[src/rtl/clock_mode_cfg.svh]
`ifndef CLOCK_MODE_CFG_SVH
`define CLOCK_MODE_CFG_SVH

// Mode pin encodings
`define MODE_MUL4        3'h7
`define MODE_MUL3        3'h6
`define MODE_MUL2        3'h5
`define MODE_MUL5        3'h4
`define MODE_DIRECT      3'h3
`define MODE_MUL1P5      3'h2
`define MODE_PRESCALE    3'h1
`define MODE_MUL2P5      3'h0
`define MODE_RESET_VAL   3'h7

// Watchdog overflow in PLL clock cycles
`define WDOG_LIMIT       5'h10
// Watchdog disable bit position in system config register
`define WDOG_DIS_BIT_POS 4

`endif

[src/rtl/clock_mode_pkg.sv]
package clock_mode_pkg;
  typedef enum logic [2:0] {
    SRC_PLL_MUL  = 3'b000,
    SRC_DIRECT   = 3'b001,
    SRC_PRESCALE = 3'b010,
    SRC_FAILSAFE = 3'b011
  } clk_src_t;
endpackage : clock_mode_pkg

[src/rtl/cpu_clock_mode_select.sv]
`timescale 1ns/10ps
`include "clock_mode_cfg.svh"
// Notes on behaviour
// - CPU clock source chosen from three mode pins sampled on the first clock after reset release.
// - Codes: 111 x4, 110 x3, 101 x2, 100 x5, 011 direct, 010 x1.5, 001 /2, 000 x2.5.
// - Code 001 divides oscillator input by two.
// - Prescaler phases each last one input period.
// - Codes 011 and 001 only: watchdog enabled, PLL free-runs and clocks watchdog; disabled, PLL off unless failed over.
// - Code 011 drives CPU clock from oscillator input; PLL off only while watchdog disabled.
// - Direct mode phases follow input duty; two phases make one period.
// - Both CPU clock edges mark half-period timing units.
// - Watchdog enabled after reset; system config bit 4 disables it.
// - Watchdog counts PLL clocks, cleared per input edge, fails at 16.
// - On failure switch to PLL clock, flag interrupt, stay until reset.

module cpu_clock_mode_select (
  input  wire logic       clock,
  input  wire logic       rst_n,
  input  wire logic       oscillator_input_pin,
  input  wire logic [2:0] clock_mode_pins,
  input  wire logic       pll_clock_in,
  input  wire logic       config_write,
  input  wire logic [7:0] system_config_register,
  input  wire logic       pll_mult_clock_in,
  output logic            cpu_clock,
  output logic            clock_half_period,
  output logic            pll_enable,
  output logic            osc_fail_interrupt_request,
  output logic [2:0]      mode_latched
);
  logic [2:0]                 mode_reg;
  logic                       captured_reg;
  logic                       wdog_disable_reg;
  logic                       osc_d_reg;
  logic                       pll_d_reg;
  logic                       presc_reg;
  logic                       cpu_clock_reg;
  logic                       half_reg;
  logic                       pll_en_reg;
  logic                       irq_reg;
  logic                       switched_reg;
  clock_mode_pkg::clk_src_t   src;
  wire                        osc_edge;
  wire                        osc_rise;
  wire                        pll_tick;
  wire                        wdog_fail;
  wire                        mode_direct;
  wire                        mode_prescale;
  wire                        wdog_active;
  logic                       clk_next;

  // Mode decode
  assign mode_direct   = (mode_reg == `MODE_DIRECT);
  assign mode_prescale = (mode_reg == `MODE_PRESCALE);
  assign osc_edge      = oscillator_input_pin ^ osc_d_reg;
  assign osc_rise      = oscillator_input_pin & ~osc_d_reg;
  assign pll_tick      = pll_clock_in & ~pll_d_reg;
  assign wdog_active   = (mode_direct | mode_prescale) & ~wdog_disable_reg;

  // Mode capture: first clock after reset release, then frozen
  always_ff @(posedge clock or negedge rst_n) begin
    if (!rst_n) begin
      mode_reg     <= `MODE_RESET_VAL;
      captured_reg <= 1'b0;
    end else if (!captured_reg) begin
      mode_reg     <= clock_mode_pins;
      captured_reg <= 1'b1;
    end
  end

  // Watchdog disable bit, cleared by every reset
  always_ff @(posedge clock or negedge rst_n) begin
    if (!rst_n)
      wdog_disable_reg <= 1'b0;
    else if (config_write)
      wdog_disable_reg <= system_config_register[`WDOG_DIS_BIT_POS];
  end

  // Edge history of the input clocks
  always_ff @(posedge clock or negedge rst_n) begin
    if (!rst_n) begin
      osc_d_reg <= 1'b0;
      pll_d_reg <= 1'b0;
    end else begin
      osc_d_reg <= oscillator_input_pin;
      pll_d_reg <= pll_clock_in;
    end
  end

  // Oscillator watchdog, armed only after mode capture
  osc_watchdog u_wdog (
    .clock    (clock),
    .rst_n    (rst_n),
    .enable   (wdog_active & captured_reg),
    .pll_tick (pll_tick),
    .osc_edge (osc_edge),
    .fail     (wdog_fail)
  );

  // Source selection, failsafe overrides the latched mode
  always_comb begin
    if (switched_reg)
      src = clock_mode_pkg::SRC_FAILSAFE;
    else if (mode_direct)
      src = clock_mode_pkg::SRC_DIRECT;
    else if (mode_prescale)
      src = clock_mode_pkg::SRC_PRESCALE;
    else
      src = clock_mode_pkg::SRC_PLL_MUL;
  end

  // Next CPU clock level per source
  always_comb begin
    case (src)
      clock_mode_pkg::SRC_DIRECT:   clk_next = oscillator_input_pin;
      clock_mode_pkg::SRC_PRESCALE: clk_next = presc_reg;
      clock_mode_pkg::SRC_FAILSAFE: clk_next = pll_clock_in;
      clock_mode_pkg::SRC_PLL_MUL:  clk_next = pll_mult_clock_in;
      default:                      clk_next = 1'b0;
    endcase
  end

  // Prescaler toggles on each input rise: each phase one input period
  always_ff @(posedge clock or negedge rst_n) begin
    if (!rst_n)
      presc_reg <= 1'b0;
    else if (osc_rise)
      presc_reg <= ~presc_reg;
  end

  // Failure latch; only reset returns to the external clock
  always_ff @(posedge clock or negedge rst_n) begin
    if (!rst_n) begin
      switched_reg <= 1'b0;
      irq_reg      <= 1'b0;
    end else begin
      irq_reg <= 1'b0;
      if (wdog_fail && wdog_active && !switched_reg) begin
        switched_reg <= 1'b1;
        irq_reg      <= 1'b1;
      end
    end
  end

  // PLL power: on for multiply modes, or free-running for watchdog
  always_ff @(posedge clock or negedge rst_n) begin
    if (!rst_n)
      pll_en_reg <= 1'b1;
    else
      pll_en_reg <= (!mode_direct && !mode_prescale) || wdog_active || switched_reg;
  end

  // CPU clock and half-period pulse on either edge
  always_ff @(posedge clock or negedge rst_n) begin
    if (!rst_n) begin
      cpu_clock_reg <= 1'b0;
      half_reg      <= 1'b0;
    end else begin
      cpu_clock_reg <= clk_next;
      half_reg      <= clk_next ^ cpu_clock_reg;
    end
  end

  assign cpu_clock                  = cpu_clock_reg;
  assign clock_half_period          = half_reg;
  assign pll_enable                 = pll_en_reg;
  assign osc_fail_interrupt_request = irq_reg;
  assign mode_latched               = mode_reg;
endmodule : cpu_clock_mode_select

[src/rtl/osc_watchdog.sv]
`timescale 1ns/10ps
`include "clock_mode_cfg.svh"

module osc_watchdog (
  input  wire logic clock,
  input  wire logic rst_n,
  input  wire logic enable,
  input  wire logic pll_tick,
  input  wire logic osc_edge,
  output logic      fail
);
  logic [4:0] count_reg;
  logic       fail_reg;

  // Count PLL ticks, cleared by each oscillator transition
  always_ff @(posedge clock or negedge rst_n) begin
    if (!rst_n) begin
      count_reg <= 5'h00;
      fail_reg  <= 1'b0;
    end else if (!enable || osc_edge) begin
      count_reg <= 5'h00;
    end else if (pll_tick && !fail_reg) begin
      if (count_reg == `WDOG_LIMIT - 5'h01)
        fail_reg <= 1'b1;
      count_reg <= count_reg + 5'h01;
    end
  end

  assign fail = fail_reg;
endmodule : osc_watchdog

[config.mk]
export PLATFORM = sky130hd
export DESIGN_NAME = cpu_clock_mode_select
export DESIGN_NICKNAME = d
export VERILOG_FILES = /design/src/rtl/clock_mode_pkg.sv /design/src/rtl/cpu_clock_mode_select.sv /design/src/rtl/osc_watchdog.sv
export VERILOG_INCLUDE_DIRS = /design/src /design/src/rtl
export SDC_FILE = /design/constraint.sdc
export NUM_CORES = 1
export LEC_CHECK = 0
export BUFFER_PORTS_ARGS = -buffer_cell sky130_fd_sc_hd__buf_2
export CAP_MARGIN = 0
export CORE_ASPECT_RATIO = 1.1
export CORE_MARGIN = 4
export CORE_UTILIZATION = 40
export DETAILED_ROUTE_END_ITERATION = 12
export SLEW_MARGIN = 40
export SYNTH_ARGS = -nofsm -noshare
export SYNTH_HDL_FRONTEND = slang
export SYNTH_SLANG_ARGS = --single-unit
[constraint.sdc]
create_clock -name clock -period 4 [get_ports clock]
set_input_delay 0.4 -clock clock [delete_from_list [all_inputs] [get_ports clock]]
set_output_delay 0.4 -clock clock [all_outputs]
set_load 0.005 [all_outputs]
==> metrics.csv, run 1 <==
stage,metric,value,unit
global_route,global_route.usage.met3,2.68,%
route,routed_via_density,4.72,
layout,final_cell_mix,"sky130_fd_sc_hd__buf_2 (16), sky130_fd_sc_hd__dfrtp_1 (15), sky130_fd_sc_hd__nor2_1 (8), sky130_fd_sc_hd__ha_1 (5)",
setup_path,worst_ep_arrival_time,2270,ps
logic_synthesis,synth.ff_latch_count,19,
placed_design,gp_congestion,0.703,
setup_path,crit-reg2reg-launch,mode_latched[2],
global_route,gr_usage_total,11.1,%
clocking,numClockSinks,19,
logic_synthesis,post_synth_mux_area_share,5.32,%
setup_path,timing.reg2reg.setup_slack,1910,ps
clocking,cts-root-to-sink-buffers,2,
global_route,use_met2,16.2,%
setup_path,critical_path.slowest_cell,sky130_fd_sc_hd__dfstp_2,
logic_synthesis,combinational_family_with_the_most_area_after_synthesis,simple AND/OR/NAND/NOR gates,
timing,fin_clk_skew,10.2,ps
timing,rsz0062_at_grt,no,
timing,finalMaxSlewViolations,0,
timing,final_hold_viol_count,0,
logic_synthesis,yosys.cell_types.count,25,
clocking,clockRootBuffer,sky130_fd_sc_hd__clkbuf_4,
setup_path,ff2ff_path_depth,8,
status,status,"complete, no violations",
global_route,grt_pass1_vias,553,
timing,finalCritPeriodShare,52.3,%
logic_synthesis,syn_nets,89,
setup_path,cpMostUsedCell,sky130_fd_sc_hd__nand2b_1,
setup_path,crit_path_max_incr_delay,560,ps
clocking,worstSkewPairLatency,300,ps
logic_synthesis,number_of_warnings_reported_in_the_yosys_synthesis_log,0,
setup_path,critical_path_start_end_classification,flip-flop to flip-flop,
global_route,globalRouteMet1Util,14.0,%
setup_path,crit_chain,nand2b_1 -> nor2_1 -> or2_1 -> ha_1 -> a222oi_1 -> nand2b_1 -> o2bb2ai_1 -> xor2_1,
logic_synthesis,synth-xor-area-share,5.32,%
power,total_leakage_power,0.464,nW
timing,final.setup.tns,0,ps
floorplanning,fp-row-count,16,
route,wl_per_cell,11.8,um
clocking,postCtsHoldBufs,0,
global_route,grt_antenna_before_repair,0,
placed_design,port-buffer-count,16,
route,wirelength,1350,um
timing,report.final.setup_viol,0,
layout,antenna-diode-count,0,
logic_synthesis,yosysSeqAreaShare,58.4,%
worst_hold_path,worstHoldPathType,primary input to async pin,
floorplanning,die_area,2850,um2
placed_design,hpwlAfterDp,1040,um
global_route,grt_start_max_net_pins,20,
power,fin_total_pwr,370,uW
setup_path,critPathCaptureType,flip-flop,
clocking,clock_tree.htree_level_count,1,
layout,syn_to_final_growth,17.2,%
route,vias_after_detailed_routing,538,
run,max-cap-violations,0,
floorplanning,ios,24,
logic_synthesis,synth_area,823,um2
route,drcViolationCount,0,
route,drt_first_pass_iters,4,
logic_synthesis,adder_cell_area_share_of_the_yosys_netlist,7.60,%
logic_synthesis,postSynthCellCount,67,
clocking,cts.reportedPaths.clkPinSlew,110,ps
setup_path,worst_ep_required_time,4180,ps
layout,finalNetCount,110,
setup_path,top_fanout_value_on_the_critical_path,4,
timing,timing.fmax,478,MHz
clocking,numCtsBuffers,3,
floorplanning,die_width,51.3,um
layout,fill_cells,189,
logic_synthesis,postSynthAreaPerCell,12.3,um2
timing,period_minus_slack,2090,ps
setup_path,crit-reg2reg-capture,clock_half_period,
logic_synthesis,synth-compound-area-share,6.38,%
global_route,global_route.overflow_total,0,
layout,commonest_non_fill_non_tap_cell_in_the_layout,sky130_fd_sc_hd__buf_2,
floorplanning,core_area,1860,um2
route,postRouteAntennaNets,0,
clocking,cts_setup_buffers,0,
logic_synthesis,synthSimpleGateAreaFrac,14.7,%
power,vdd_drop_max,0.222,mV
layout,seqCellArea,480,um2
setup_path,worstSetupStartpointType,flip-flop,
floorplanning,start_util,44.2,%
layout,multi_input_gate_area_in_the_final_layout,328,um2
global_route,grt_first_pass_wirelength,2340,um
layout,largest_register_ffs,5,
power,cellPowerDensity,383,nW/um2
route,initialDrtViolationCount,6,
layout,drive_above_1_share,33.3,%
clocking,cts_resized,0,
global_route,busiest_metal_layer_after_global_routing,met2,
clocking,tritoncts,done,
floorplanning,fp.dieH,55.6,um
==> final cells by class <==
class	instances	area share (%)
flip-flops and latches	19	49.8
multi-input cells	44	34.0
repair buffers	16	8.30
well taps	27	3.50
clock buffers	3	2.33
inverters	4	1.56
clock inverters	1	0.519
==> synthesized netlist by cell type (all sizes together) <==
cell / number / area (um2)
a211oi: 1 / 7.51
a21oi: 1 / 5.00
a222oi: 1 / 10.0
a31o: 1 / 8.76
and3: 2 / 12.5
conb: 1 / 3.75
dfrtp: 15 / 375
dfstp: 4 / 105
ha: 5 / 62.6
inv: 4 / 15.0
mux2: 3 / 33.8
mux2i: 1 / 10.0
nand2: 4 / 15.0
nand2b: 2 / 12.5
nand4: 2 / 12.5
nor2: 8 / 30.0
nor2b: 1 / 6.26
nor3b: 2 / 26.3
o21ai: 1 / 5.00
o21bai: 1 / 7.51
o2bb2ai: 1 / 8.76
or2: 1 / 6.26
xnor2: 1 / 8.76
xor2: 4 / 35.0
==> critical path: cells and delay by family (launching register included) <==
kind	cells	cell delay, ps
AOI/OAI and AO/OA	2	520
xor gates and xnor gates	1	160
and+or+nand+nor	4	530
DFF	1	560
adders and majority gates	1	200
==> power breakdown <==
group | switching (mW) | total, mW | internal, mW | leakage (nW)
Combinational | 0.0250 | 0.0504 | 0.0253 | 0.210
Sequential | 0.0105 | 0.223 | 0.213 | 0.237
Clock | 0.0588 | 0.0960 | 0.0372 | 0.0177
Total | 0.0943 | 0.370 | 0.275 | 0.464
==> kinds of logic after synthesis <==
| group | Yosys count |
|---|---|
| adder cells (fa/ha/maj) | 5 |
| buffers and inverters | 4 |
| AO/OA/AOI/OAI | 7 |
| XOR/XNOR | 5 |
| AND/OR/NAND/NOR | 22 |
| other | 1 |
| multiplexers | 4 |
| flip-flops | 19 |
==> stage by stage <==
stage / hold slack (ps) / cells / cell area, um2 / worst slack, ps / utilization, %
finish: 12.1 / 114 / 965 / 1910 / 51.8
global route: 33.9 / 114 / 965 / 1780 / 51.8
CTS: 22.9 / 114 / 965 / 1900 / 51.8
detailed placement: 362 / 110 / 937 / 1930 / 50.3
global placement: 355 / 110 / 937 / 1950 / 50.3
floorplan: 104 / 67 / 823 / 2050 / -
==> metal layers <==
metal / part of all wire [%] / wire length, um / vias to the layer above
met2: 45 / 600 / 12
met3: 5.8 / 78 / 5
met1: 47 / 626 / 254
li1: - / - / 267
met4: 3.0 / 40 / 0
met5: 0 / 0 / -
==> worst max-delay path by stage <==
stage | startpoint | to | slack [ps] | cells after the start
after floorplan | mode_latched[2] | clock_half_period | 2050 | 8
after global placement | mode_latched[2] | clock_half_period | 1950 | 8
after detailed placement | mode_latched[2] | clock_half_period | 1930 | 8
after CTS | mode_latched[2] | clock_half_period | 1900 | 8
after global routing | mode_latched[2] | clock_half_period | 1780 | 8
final | mode_latched[2] | clock_half_period | 1910 | 8
Note: power is estimated with default switching activity, not from simulation.
==> run 2: changes to the inputs <==
==> constraint.sdc (replaced) <==
create_clock -name clock -period 2.1 [get_ports clock]
set_input_delay 0.21 -clock clock [delete_from_list [all_inputs] [get_ports clock]]
set_output_delay 0.21 -clock clock [all_outputs]
set_load 0.005 [all_outputs]
==> run 2 against run 1 <==
  * Non-clock buffer count up 4
  * Worst setup slack got worse by 1900 ps
  * First-iteration DRC count rose by 33%
  * Sequential share of layout area down 2.6 points
  * Combinational power grew 120%
  * Cell area grew 5.4%
  * Die area stayed put
  * Final cell count increased by 3.5%
  * Wire length rose by 2.0%
  * Largest cell class unchanged
==> metrics.csv, run 2 (same netlist as run 1, synthesis figures left out) <==
stage,metric,value,unit,change
status,status,"complete, no violations",,
placed_design,port-buffer-count,16,,unchanged
placed_design,hpwlAfterDp,1020,um,-2.2%
floorplanning,ios,24,,unchanged
timing,finalCritPeriodShare,98.7,%,+46 points
route,wl_met3,64,um,-18%
route,top_layer,met4,,
floorplanning,die_width,51.3,um,unchanged
run,max-cap-violations,0,,unchanged
clocking,tritoncts,done,,
clocking,clockRootBuffer,sky130_fd_sc_hd__clkbuf_4,,
clocking,cts.reportedPaths.clkPinSlew,100,ps,about the same
route,postRouteAntennaNets,0,,unchanged
setup_path,critPathLaunch,mode_latched[2],,
route,routed_via_density,4.63,,-2.0%
setup_path,top_fanout_value_on_the_critical_path,4,,unchanged
timing,period_minus_slack,2070,ps,-21.4 ps
layout,largest_register_ffs,5,,unchanged
timing,final_hold_viol_count,0,,unchanged
worst_hold_path,worstHoldPathType,primary input to flip-flop,,
setup_path,crit-reg2reg-launch,mode_latched[2],,
layout,layout.core_utilization,54.6,%,+2.8 points
setup_path,critical_path.slowest_cell,sky130_fd_sc_hd__dfstp_2,,
timing,timing.fmax,483,MHz,+1.0%
global_route,gr_usage_total,11.1,%,+0.067 points
clocking,worstSkewPairLatency,290,ps,about the same
layout,drive_above_1_share,39.6,%,+6.2 points
power,fin_total_pwr,722,uW,+95%
clocking,numClockSinks,19,,unchanged
route,drcViolationCount,0,,unchanged
power,vdd_drop_max,0.393,mV,+77%
floorplanning,core_area,1860,um2,unchanged
setup_path,worstSetupStartpointType,flip-flop,,
timing,report.final.setup_viol,0,,unchanged
worst_hold_path,worstHoldStart,oscillator_input_pin,,
setup_path,cp.buffers_inverters,0,,unchanged
layout,commonest_non_fill_non_tap_cell_in_the_layout,sky130_fd_sc_hd__buf_2,,
route,initialDrtViolationCount,8,,+2
power,total_leakage_power,0.487,nW,+5.1%
timing,fin_clk_skew,0.607,ps,-9.54 ps
route,met1_routed_wirelength_after_detailed_routing,650,um,+3.8%
global_route,grt_first_pass_wirelength,2390,um,+2.4%
floorplanning,die_area,2850,um2,unchanged
layout,final_cell_mix,"sky130_fd_sc_hd__buf_2 (16), sky130_fd_sc_hd__dfrtp_1 (15), sky130_fd_sc_hd__nor2_1 (7)",,
setup_path,worst_ep_arrival_time,2260,ps,about the same
placed_design,gp_congestion,0.697,,-0.90%
global_route,grt_antenna_before_repair,0,,unchanged
layout,antenna-diode-count,0,,unchanged
layout,finalNetCount,114,,+3.6%
setup_path,worst_ep_required_time,2280,ps,-1900 ps
layout,syn_to_final_growth,23.6,%,
global_route,global_route.overflow_total,0,,unchanged
route,drt_first_pass_iters,4,,unchanged
clocking,cts-root-to-sink-buffers,2,,unchanged
power,cellPowerDensity,710,nW/um2,+85%
route,vias_after_detailed_routing,546,,+1.5%
route,met2_wirelength,647,um,+7.8%
floorplanning,fp.dieH,55.6,um,unchanged
setup_path,critical_path_start_end_classification,flip-flop to flip-flop,,
setup_path,crit_chain,nand2b_4 -> nor2_2 -> or2_1 -> ha_2 -> a222oi_1 -> nand2b_1 -> o2bb2ai_2 -> xor2_1,,
timing,rsz0062_at_grt,yes,,
route,wirelength,1370,um,+2.0%
global_route,grt_start_max_net_pins,20,,unchanged
timing,final.setup.tns,0,ps,unchanged
clocking,clock_tree.htree_level_count,1,,unchanged
global_route,grt_pass1_vias,585,,+5.8%
floorplanning,fp-row-count,16,,unchanged
timing,finalMaxSlewViolations,0,,unchanged
clocking,numCtsBuffers,3,,unchanged
setup_path,critical_path.top_delay_family,flip-flops,,
setup_path,crit_path_max_incr_delay,570,ps,about the same
floorplanning,start_util,44.2,%,unchanged
setup_path,critPathCaptureType,flip-flop,,
route,wl_per_cell,11.6,um,-1.5%
run 2: power by group:
| group | internal, mW | switching, mW |
|---|---|---|
| sequential | 0.406 | 0.0226 |
| combinational | 0.0601 | 0.0512 |
| clock | 0.0738 | 0.109 |
run 2: final cells by class:
class | count | area, um2
Timing Repair Buffer | 20 | 113
Inverter | 4 | 15.0
Clock buffer | 4 | 26.3
Multi-Input combinational cell | 44 | 349
Sequential cell | 19 | 480
Tap cell | 27 | 33.8
Fill cell | 179 | 845
run 2: final timing paths:
| check | cells after the start | slack, ps | endpoint |
|---|---|---|---|
| worst max-delay path | 8 | 30 | clock_half_period |
| worst min-delay path | 1 | 50 | osc_d_reg |
| worst max register to register | 8 | 30 | clock_half_period |
| worst min register to register | 1 | 400 | pll_enable |
| max in group asynchronous | 2 | 1390 | mode_latched[1] |
| min in group asynchronous | 2 | 380 | osc_fail_interrupt_request |
run 2: worst reg2reg max path: stages (launching register included):
cell and delay [ps]:
sky130_fd_sc_hd__dfstp_2 570, sky130_fd_sc_hd__nand2b_4 130, sky130_fd_sc_hd__nor2_2 30, sky130_fd_sc_hd__or2_1 230, sky130_fd_sc_hd__ha_2 180, sky130_fd_sc_hd__a222oi_1 390
sky130_fd_sc_hd__nand2b_1 140, sky130_fd_sc_hd__o2bb2ai_2 150, sky130_fd_sc_hd__xor2_1 150
run 2: stage by stage:
step	cell area, um2	setup slack, ps	instances	hold slack (ps)
5_1_grt	1020	-86.7	118	41.2
6_report	1020	28.3	118	49.0
2_1_floorplan	823	151	67	-85.6
4_1_cts	988	52.5	117	44.3
3_3_place_gp	952	89.1	112	167
3_5_place_dp	952	72.2	112	172
run 2: what timing repair did:
item                       4_1_cts  5_1_grt
buffers inserted                 0        1
resized for setup                0        5
setup endpoints to repair        0        1
hold endpoints to repair        15        0
hold buffers                     1        0
run 2: layer usage:
layer  track usage [%]  vias up
met4              5.62        0
li1                  -      275
met2              18.6        9
met5                 0        -
met1              13.0      260
met3              2.68        2
==> run 3: changes to the inputs <==
--- a/config.mk
+++ b/config.mk
@@ -10,8 +10,9 @@
 export CAP_MARGIN = 0
 export CORE_ASPECT_RATIO = 1.1
 export CORE_MARGIN = 4
-export CORE_UTILIZATION = 40
+export CORE_UTILIZATION = 49
 export DETAILED_ROUTE_END_ITERATION = 12
+export PLACE_DENSITY = 0.76
 export SLEW_MARGIN = 40
 export SYNTH_ARGS = -nofsm -noshare
 export SYNTH_HDL_FRONTEND = slang
==> run 3 against run 2 <==
  * Clock power decreased by 4%
  * Combinational power about the same
  * Global-route usage grew 2.0 points
  * Total power fell by 0.92%
  * Final cell count is 8.5% lower
  * Non-clock buffer count stayed put
  * Worst hold slack better by 7.7 ps
  * Critical endpoint unchanged
  * First-iteration DRC count shrank 63%
  * Worst setup slack better by 20 ps
  * Register-to-register slack improved by 20 ps
  * Critical path depth unchanged
==> metrics.csv, run 3 (same netlist as run 1, synthesis figures left out) <==
stage,metric,value,unit,change
status,status,"complete, no violations",,
timing,period_minus_slack,2050,ps,-19.9 ps
setup_path,crit-reg2reg-capture,clock_half_period,,
layout,syn_to_final_growth,20.7,%,
setup_path,crit-reg2reg-launch,mode_latched[2],,
power,p_seq_share,59.9,%,+0.6 points
worst_hold_path,worstHoldPathType,primary input to flip-flop,,
placed_design,hpwlAfterDp,1060,um,+4.0%
floorplanning,ios,24,,unchanged
setup_path,top_fanout_value_on_the_critical_path,3,,-1
setup_path,critical_path_start_end_classification,flip-flop to flip-flop,,
timing,setup_ws,48.2,ps,+19.9 ps
clocking,numClockSinks,19,,unchanged
clocking,tritoncts,done,,
global_route,global_route.overflow_total,0,,unchanged
route,drcViolationCount,0,,unchanged
timing,timing.fmax,487,MHz,+0.97%
run,max-cap-violations,0,,unchanged
global_route,grt_antenna_before_repair,0,,unchanged
layout,layout.core_utilization,63.0,%,+8.4 points
route,routed_via_density,5.38,,+16%
floorplanning,die_area,2400,um2,-16%
power,vdd_drop_max,0.427,mV,+8.7%
setup_path,timing.reg2reg.setup_slack,50,ps,+20 ps
route,postRouteAntennaNets,0,,unchanged
layout,antenna-diode-count,0,,unchanged
timing,final.setup.tns,0,ps,unchanged
power,cellPowerDensity,721,nW/um2,+1.4%
placed_design,dp_worst_slack,18.4,ps,-53.8 ps
placed_design,dpl-instance-area,932,um2,-2.1%
power,switching_share,24.6,%,-0.69 points
setup_path,worstSetupStartpointType,flip-flop,,
layout,post-route-cell-area,993,um2,-2.3%
power,power.internal,539,uW,about the same
power,total_switching_power,176,uW,-3.6%
layout,fill_cells,141,,-21%
floorplanning,fp.dieH,51.0,um,-8.3%
route,drt_first_pass_iters,4,,unchanged
floorplanning,die_width,47.1,um,-8.1%
placed_design,gp_congestion,0.709,,+1.8%
power,comb_power_share,15.6,%,+0.2 points
layout,largest_register_ffs,5,,unchanged
power,clkPwrFrac,24.5,%,-0.8 points
route,wirelength,1420,um,+3.4%
clocking,cts.reportedPaths.clkPinSlew,100,ps,about the same
floorplanning,fp-row-count,15,,-1
power,total_leakage_power,0.487,nW,-0.11%
timing,fin_clk_skew,2.73,ps,+2.12 ps
layout,drive_above_1_share,36.3,%,-3.3 points
layout,commonest_non_fill_non_tap_cell_in_the_layout,sky130_fd_sc_hd__buf_2,,
setup_path,worst_ep_arrival_time,2230,ps,-30 ps
global_route,grt_start_max_net_pins,20,,unchanged
global_route,grt_first_pass_wirelength,2310,um,-3.5%
timing,report.final.setup_viol,0,,unchanged
setup_path,critPathCaptureType,flip-flop,,
global_route,gr_usage_total,13.1,%,+2.0 points
route,initialDrtViolationCount,3,,-5
clocking,cts-root-to-sink-buffers,2,,unchanged
setup_path,critPathLaunch,mode_latched[2],,
clocking,clock_tree.htree_level_count,1,,unchanged
route,vias_after_detailed_routing,581,,+6.4%
floorplanning,core_area,1580,um2,-15%
layout,final_cell_mix,"sky130_fd_sc_hd__buf_2 (16), sky130_fd_sc_hd__dfrtp_1 (15), sky130_fd_sc_hd__nor2_1 (8), sky130_fd_sc_hd__ha_1 (5)",,
setup_path,crit_path_end,clock_half_period,,
route,wl_per_cell,13.1,um,+13%
clocking,clockRootBuffer,sky130_fd_sc_hd__clkbuf_4,,
layout,finalNetCount,114,,unchanged
global_route,grt_pass1_vias,606,,+3.6%
clocking,worstSkewPairLatency,290,ps,about the same
floorplanning,start_util,52.2,%,+8.0 points
timing,final_hold_viol_count,0,,unchanged
clocking,numCtsBuffers,3,,unchanged
setup_path,ff2ff_path_depth,8,,unchanged
timing,finalCritPeriodShare,97.7,%,-0.95 points
timing,finalMaxSlewViolations,0,,unchanged
placed_design,port-buffer-count,16,,unchanged
setup_path,worst_ep_required_time,2270,ps,about the same
run 3: routing by layer:
layer | part of all wire [%] | wire length [um] | global-route usage [%] | vias to the layer above
li1 | - | - | - | 274
met1 | 42 | 601 | 13.5 | 288
met2 | 49 | 699 | 24.4 | 15
met3 | 6.3 | 90 | 3.17 | 4
met4 | 2.0 | 28 | 4.15 | 0
met5 | 0 | 0 | 0 | -
run 3: power groups by stage:
stage	Combinational, mW	Sequential, mW	Clock [mW]
2_1_floorplan	0.0500	0.433	0
3_3_place_gp	0.0962	0.433	0
3_5_place_dp	0.101	0.435	0
4_1_cts	0.103	0.428	0.184
5_1_grt	0.126	0.433	0.195
6_report	0.112	0.428	0.176
run 3: how the worst min path moves through the flow:
stage / slack [ps] / start / endpoint / cells past startpoint
floorplan: -90 / rst_n / captured_reg / 0
global placement: 160 / rst_n / presc_reg / 1
detailed placement: 170 / rst_n / presc_reg / 1
CTS: 50 / oscillator_input_pin / osc_d_reg / 1
global route: 50 / oscillator_input_pin / osc_d_reg / 1
finish: 60 / oscillator_input_pin / osc_d_reg / 1
run 3: repair_timing:
action,CTS,global route
setup endpoints to repair,1,1
setup buffers,0,2
resized for setup,0,2
pin swaps,1,1
hold buffers,1,0
endpoints found under the hold margin,15,0
run 3: layout make-up:
type                       instances  area [um2]  area share [%]
clock buffer                       4        26.3            2.64
multi-input combinational         44         338            34.0
tap                               17        21.3            2.14
inverter                           4        15.0            1.51
timing repair buffer              20         113            11.3
sequential                        19         480            48.4
run 3: stage by stage:
step                      power, mW  cells  hold slack (ps)
after floorplan               0.483     67            -85.6
after global placement        0.529    101              163
final                         0.716    108             56.8
after detailed placement      0.536    101              168
after CTS                     0.715    106             52.6
after global routing          0.754    108             46.9
run 3: worst max-delay path: stages (launching register included):
cell	delay, ps
sky130_fd_sc_hd__dfstp_2	550
sky130_fd_sc_hd__nand2b_4	130
sky130_fd_sc_hd__nor2_1	40
sky130_fd_sc_hd__or2_1	220
sky130_fd_sc_hd__ha_1	200
sky130_fd_sc_hd__a222oi_1	390
sky130_fd_sc_hd__nand2b_1	100
sky130_fd_sc_hd__o2bb2ai_1	160
sky130_fd_sc_hd__xor2_1	150
